[src/shared/frame_sync_params.svh]
// Constants for the external frame sync trigger block
`ifndef FRAME_SYNC_PARAMS_SVH
`define FRAME_SYNC_PARAMS_SVH
`define CLK_PERIOD_NS 10
`define TRIG_LATENCY_NS 160
// The two synchroniser stages that detect the edge are part of the latency; the load edge starts the count
`define PIPE_CYCLES 2
`define TRIG_LATENCY_CYC (`TRIG_LATENCY_NS / `CLK_PERIOD_NS)
`define FIXED_WAIT_CYC (`TRIG_LATENCY_CYC - `PIPE_CYCLES)
`define DELAY_W 16
`endif

[src/shared/frame_sync_pkg.sv]
// Types for the external frame sync trigger block
package frame_sync_pkg;
    typedef enum logic [2:0] {
        ST_IDLE = 3'b001,
        ST_WAIT = 3'b010,
        ST_FIRE = 3'b100
    } trig_state_e;

    typedef struct packed {
        logic arm;
        logic [15:0] extra_delay;
    } trig_cfg_s;

    typedef struct packed {
        logic frame_start;
        logic armed;
        logic busy;
    } trig_status_s;

    typedef struct packed {
        logic sync_1;
        logic sync_2;
        logic sync_prev;
        logic armed;
        trig_state_e state;
        logic [16:0] count;
        logic frame_start;
    } trig_state_s;
endpackage

[src/frame_sync_trigger.sv]
// External frame sync trigger: synchroniser, edge detect, latency and programmable delay
`timescale 1ns/1ps
`default_nettype none
`include "frame_sync_params.svh"

// Functional notes
// - Each valid host sync pulse starts exactly one radar frame.
// - Pulses are ignored until software arms hardware triggering.
// - Sync rising edge to frame start is 160 ns with zero extra delay.
// - A programmable extra delay in cycles adds onto the fixed latency.
module frame_sync_trigger #(
    parameter int DELAY_W = `DELAY_W
) (
    input wire logic CLK_SYS,
    input wire logic RESETN,
    input wire logic SYNC_IN,
    input wire frame_sync_pkg::trig_cfg_s CFG,
    output frame_sync_pkg::trig_status_s STATUS
);
    import frame_sync_pkg::*;

    localparam logic [16:0] FIXED_WAIT = 17'(`FIXED_WAIT_CYC);
    // The start flag is visible one sampling edge after the countdown ends
    localparam int LAT_CYC = `FIXED_WAIT_CYC + 1;

    trig_state_s s_reg;
    trig_state_s s_next;
    logic rise;

    // **********************************
    // Next state
    // **********************************
    // Timeline with no extra delay: the first edge that samples the pin high is E,
    // the edge is seen in the cycle after E+1, the countdown is loaded at E+2
    // and the start flag is registered at E+16, which gives the fixed latency.
    // The extra delay only stretches the countdown, so the pipeline part never
    // changes with the programmed value.
    always_comb begin
        s_next = s_reg;
        s_next.sync_1 = SYNC_IN;
        s_next.sync_2 = s_reg.sync_1;
        s_next.sync_prev = s_reg.sync_2;
        s_next.armed = CFG.arm;
        s_next.frame_start = 1'b0;
        rise = s_reg.sync_2 & ~s_reg.sync_prev;
        case (s_reg.state)
            ST_IDLE: begin
                // A pulse arriving while a trigger is pending is dropped; the host spacing makes this rare
                if (rise && s_reg.armed) begin
                    s_next.state = ST_WAIT;
                    s_next.count = FIXED_WAIT + 17'(CFG.extra_delay);
                end
            end
            ST_WAIT: begin
                // Firing on the last count rather than on zero saves a cycle that the
                // fixed latency has no room for
                if (s_reg.count <= 17'h00001) begin
                    s_next.state = ST_FIRE;
                    s_next.frame_start = 1'b1;
                end else begin
                    s_next.count = s_reg.count - 17'h00001;
                end
            end
            ST_FIRE: begin
                s_next.state = ST_IDLE;
                s_next.count = 17'h00000;
            end
            default: begin
                s_next.state = ST_IDLE;
            end
        endcase
    end

    // **********************************
    // State register
    // **********************************
    // Reset drops any pending trigger; the host has to pulse again
    always_ff @(posedge CLK_SYS or negedge RESETN) begin
        if (!RESETN) begin
            s_reg <= '{
                sync_1: 1'b0,
                sync_2: 1'b0,
                sync_prev: 1'b0,
                armed: 1'b0,
                state: ST_IDLE,
                count: 17'h00000,
                frame_start: 1'b0
            };
        end else begin
            s_reg <= s_next;
        end
    end

    // **********************************
    // Status outputs
    // **********************************
    assign STATUS.frame_start = s_reg.frame_start;
    assign STATUS.armed = s_reg.armed;
    assign STATUS.busy = (s_reg.state != ST_IDLE);
endmodule // frame_sync_trigger
`default_nettype wire

[config.mk]
export PLATFORM = sky130hd
export DESIGN_NAME = frame_sync_trigger
export DESIGN_NICKNAME = d
export VERILOG_FILES = /design/src/shared/frame_sync_pkg.sv /design/src/frame_sync_trigger.sv
export VERILOG_INCLUDE_DIRS = /design/src /design/src/shared
export SDC_FILE = /design/constraint.sdc
export NUM_CORES = 1
export LEC_CHECK = 0
export BUFFER_PORTS_ARGS = -buffer_cell sky130_fd_sc_hd__buf_4
export CORE_MARGIN = 2
export CORE_UTILIZATION = 50
export CTS_CLUSTER_SIZE = 40
export DETAILED_ROUTE_END_ITERATION = 7
export HOLD_SLACK_MARGIN = 0.12
export PLACE_DENSITY_LB_ADDON = 0.08
export SYNTH_ARGS = -nofsm -noshare
export SYNTH_HDL_FRONTEND = slang
export SYNTH_SLANG_ARGS = --single-unit
[constraint.sdc]
create_clock -name CLK_SYS -period 2.9 [get_ports CLK_SYS]
set_input_delay 0.435 -clock CLK_SYS [delete_from_list [all_inputs] [get_ports CLK_SYS]]
set_output_delay 0.435 -clock CLK_SYS [all_outputs]
set_load 0.02 [all_outputs]
* Word level (Yosys, flattened, before mapping)
Cells that the tools add are included.
Word-level totals: logic and storage cells 30, register bits 25, input port bits 20
Cells by class: add/sub/neg operators 2, multiplexer cells 7, reduce and logical (&&, ||, !) cells 4, $lt $le $gt $ge 1, bitwise logic cells 2, eq/ne operators 7
Operators by type and width (count):
- 17-bit case mux with 3 select lines | 1
- 20-bit two-way mux | 1
- 4-bit by 16-bit adder with 17-bit output (first input constant) | 1
- 17-bit by 1-bit <= comparator with 1-bit output (second input constant) | 1
- 17-bit two-way mux | 1
- 17-bit by 1-bit subtractor with 17-bit output (second input constant) | 1
- 2-bit != test (second input constant) | 3
- 3-bit case mux with 2 select lines | 1
- 3-bit by 1-bit equality test with 1-bit output (second input constant) | 1
- 3-bit by 2-bit equality test with 1-bit output (second input constant) | 1
- 3-bit equality test (second input constant) | 1
- 3-bit two-way mux | 1
- 3-bit by 1-bit != test with 1-bit output (second input constant) | 1
- 3-bit AND reduction | 1
- 3-bit nonzero test | 1
- 1-bit two-way mux | 2
- 2-bit AND reduction | 1
- 1-bit bitwise AND | 1
- 1-bit logical AND | 1
- 1-bit NOT | 1

* Depth between registers and ports, before layout
depth in word-level cells 5, mapped depth 7

* Worst setup path after synthesis
No wires, ideal clock.
kind reg2reg, from register s_reg[18] in the netlist's numbering, to register s_reg[13] in the netlist's numbering, path slack 1.029 ns, cell stages (with the launch flop) 6, clock period less this slack 1.871 ns, buffers on the path 0, required time 2.832 ns, arrival time 1.802 ns, path through dfstp_2 or3b_1 nor2_2 o32ai_4 or3_1 nand3_1
Between the ends: cells in the longest elaborated chain, start to end 3, elaborated cells on any way between the ends 8
Ends and longest elaborated chain:
- start: declaration | line frame_sync_trigger.sv:26 | trig_state_s s_reg;
- start signal: assignment | line frame_sync_trigger.sv:80 | s_reg <= '{
- start signal: assignment | line frame_sync_trigger.sv:90 | s_reg <= s_next;
- 3-bit by 2-bit equality test with 1-bit output (tied with other cells) | line frame_sync_trigger.sv:46 | case (s_reg.state)
- 2-bit != test (no line) or 3-bit nonzero test (tied branches)
- 3-bit AND reduction (no line)
Parallel ways exist; a longest one is shown, timed or not. A chain may end at the register's enable or synchronous reset.

* Final worst setup path
from register s_reg[13] in the netlist's numbering, to register s_reg[9] in the netlist's numbering
Between the ends: cells in the longest elaborated chain, start to end 3
Ends and longest elaborated chain:
- 17-bit by 1-bit <= comparator with 1-bit output | line frame_sync_trigger.sv:57 | if (s_reg.count <= 17'h00001) begin
- 2-bit != test (no line)
- 3-bit AND reduction (no line)
No other way between the ends.

==> summary.txt <==
Clock tree
  – Clock buffer depth: 2
  – Clock Tree Root: clkbuf_4
  – CTS tree: yes
  – Clock insertion delay at the later pin of the skew report: roughly 0.32 ns
  – Worst-path clk slew: 0.15 ns
  – Maximum level of the CTS H-tree: 1
  – CTS Buf Count: 3
  – Setup Buffers After CTS: 0
  – CTS sink cnt: 25

Global routing
  – Met3 GRT Util: between 2 and 3%
  – Gr ovfl total: 0
  – Most Crowded Layer GR: met2
  – Global-route wire length before repair: ~7500 um
  – Met1 usage: between 30% and 40%
  – Largest net degree at the start of global routing: 26
  – Global Route met2 Usage: 36.8%
  – Vias in the first global route: 1606
  – Initial antenna violation count: 0
  – Total track usage: 23.2%

Timing
  – Clock skew: 0.0143 ns
  – Final setup fails: 0
  – Crit path time final: roughly 2.4 ns
  – Rel. slew slack: a little over two fifths
  – Max Fclk: roughly 420 MHz
  – Setup TNS: 0 ns
  – RSZ-0062 raised after global routing: no
  – Worst slew pin tran: roughly 0.84 ns
  – Min Hold Slack: 0.217 ns
  – Final hold vios: 0
  – Final worst path period share: 81.7%
  – Max Slew Vio Count: 0

Synth
  – Commonest cells in the netlist: 24 x dfrtp_1, 21 x o21ai_1, 19 x nor2_1, 12 x a21oi_1
  – Main combinational cell family by area after synthesis: simple AND/OR/NAND/NOR gates
  – Synth Flop Type: dfrtp_1
  – Dominant cell type by area after synthesis: dfrtp_1
  – Dominant cell by count in the synthesized netlist: dfrtp_1
  – Syn Std Cell Area: about 1800 um2
  – Cells after Synth: 200
  – Yosys Warn Count: 0
  – Simple-gate share of the synthesized area: 28.9%
  – EDFF count, synth: 0
  – Syn avg cell area: roughly 9 um2
  – Compound-gate portion of the synthesized area: around a fifth
  – Async SR Flop Fraction: 100%
  – Sequential fraction of the synthesis area: between 30% and 40%
  – Number of synthesized register bits: 25
  – Post-Syn Nets: 223
  – Largest cells by area after synthesis: dfrtp_1 34%, o21ai_1 6.0%, xnor2_1 4.5%
  – Adder-cell share of the synthesized area: ~2.1%
  – Area share of the largest cell type after synthesis: about 34%
  – Mux share of post-synthesis cell area: 0%
  – Synth Area in XOR/XNOR: 6.95%
  – Yosys cell types: between 50 and 60

Place
  – DP Cell Count: 264
  – Detail Placement HPWL: 3200 um
  – # port buffers: 22
  – Final GP Congestion: approximately 0.96

Pwr
  – Comb power frac: between 20% and 30%
  – Power Dens Cells: about 470 nW/um2
  – Net switching power: about 0.00036 W
  – Clk network pwr share: about 17%
  – Internal power: 0.000588 W
  – VDD IR-drop max: around 0.32 mV
  – Static leakage: 0.800 nW
  – Switching power share of the total: a little under two fifths
  – Seq pwr share: between 50% and 60%
  – Total chip power: 0.000945 W

Routing
  – Drt via density: roughly 6
  – Drt drc: 0
  – WL/cell: around 16 um
  – 1st-iter DRT viols: between 100 and 150
  – Vias post-DR: ~1600
  – Final WL: roughly 4300 um
  – Antenna-violating nets left: 0
  – TritonRoute pass-1 iters: 4

Setup path
  – CP endpoint kind: flop
  – R2r setup slk: 0.53 ns
  – RR Startpoint: s_reg[13]
  – Startpoint types: flop
  – WP data arrival: ~2.6 ns
  – Worst path max stage delay: about 0.76 ns
  – Crit-path cells: nor3_2 -> o2111ai_2 -> o32ai_4 -> buf_4 -> o21ai_1 -> o21ai_1
  – Critical Setup Path Class: reg -> reg
  – CP Max Fanout: 22
  – Worst r2r path cells: 6
  – CP required: roughly 3.2 ns
  – Critical Path Slowest Stage Cell: o32ai_4
  – CP most frequent cell: o21ai_1
  – RR Endpoint: s_reg[9]

Floorplanning
  – Site Rows: 21
  – I/O pin count: 23
  – Die width: between 60 and 70 um
  – Die H: 63.4 um
  – Initial cell density of the core: between 50% and 60%
  – Core Region: between 3000 and 4000 um2
  – Die area: ~4000 um2

Min path
  – Worst hold path depth: 1
  – Worst hold start: SYNC_IN
  – Hold Path Sink: s_next[23]
  – Hold Path Class: in -> reg

Status
  – Status: finished clean

Finish
  – Fin util: 59.3%
  – # diodes: 0
  – Synth-to-Final Area Change: 12.9%
  – Layout cells sized above 1: between 20% and 30%
  – Final std cells w/o fill: around 270
  – Nets: 247
  – Largest register FFs: 21

Flow run
  – Maximum Capacitance Violations: 0
## cells in the final DEF (no fill, tap or decap), types with 2 or more instances in the layout
master / n
a22oi_1: 4
nor4_4: 2
xnor2_1: 9
o21ai_1: 21
nand2_1: 10
dfrtp_1: 24
a32oi_1: 3
nor4_1: 7
nor3b_1: 2
nand4_1: 4
inv_1: 6
or3_1: 5
or4_1: 2
and3_1: 2
a21oi_1: 12
nor3_1: 10
nand3_1: 8
o21ai_0: 4
ha_1: 3
buf_4: 27
nor2b_1: 2
nor2_1: 19
xor2_1: 5
clkbuf_4: 3
## worst max-delay path: cells and delay by family, from the launching register on
kind            cells  cell delay, ns
buf+inv             1            0.28
simple gates        1            0.34
flops               1            0.49
compound gates      4            1.19
## cell type report
| type | instances | area [um2] |
|---|---|---|
| timing repair buffer | 28 | 213 |
| tap | 46 | 57.6 |
| inverter | 6 | 22.5 |
| fill | 323 | 1370 |
| clock inverter | 1 | 5.00 |
| sequential | 25 | 627 |
| clock buffer | 3 | 22.5 |
| multi-input combinational | 160 | 1050 |
## through the flow
| stage | worst slack, ns | area (um2) |
|---|---|---|
| final | 0.531 | 1990 |
| after global routing | 0.347 | 1990 |
| after CTS | 0.542 | 1990 |
| after detailed placement | 0.575 | 1960 |
| after global placement | 0.620 | 1960 |
| after floorplan | 1.03 | 1770 |
## metal layers
| layer | up-vias | share of wire, % |
|---|---|---|
| li1 | 792 | - |
| met1 | 767 | 46 |
| met2 | 58 | 47 |
| met3 | 6 | 6.0 |
| met4 | 0 | 1.0 |
| met5 | - | 0 |
## power by group through the flow
stage / Sequential (W) / Clock, W / Combinational [W]
after floorplan: 0.000494 / 0 / 0.000197
after global placement: 0.000510 / 0 / 0.000264
after detailed placement: 0.000517 / 0 / 0.000272
after CTS: 0.000509 / 0.000164 / 0.000274
after global routing: 0.000523 / 0.000185 / 0.000309
final: 0.000513 / 0.000159 / 0.000273
## cell families after synthesis
family	Yosys count
xor gates and xnor gates	14
adders and majority gates	3
DFF	25
and+or+nand+nor	86
buffers and inverters	15
AOI/OAI and AO/OA	57
## how the worst max path moves through the flow
stage | from | end | slack (ns) | cells past startpoint
after floorplan | s_reg[18] | s_reg[13] | 1.03 | 5
after global placement | s_reg[13] | s_reg[9] | 0.62 | 6
after detailed placement | s_reg[5] | s_reg[11] | 0.58 | 6
after CTS | s_reg[12] | s_reg[11] | 0.54 | 6
after global routing | s_reg[12] | s_reg[9] | 0.35 | 6
final | s_reg[13] | s_reg[9] | 0.53 | 6
## timing repair
action,CTS,global route
endpoints found under the hold margin,24,0
hold buffers,1,0
gates resized for setup,0,0
(Power assumes the default switching activity.)
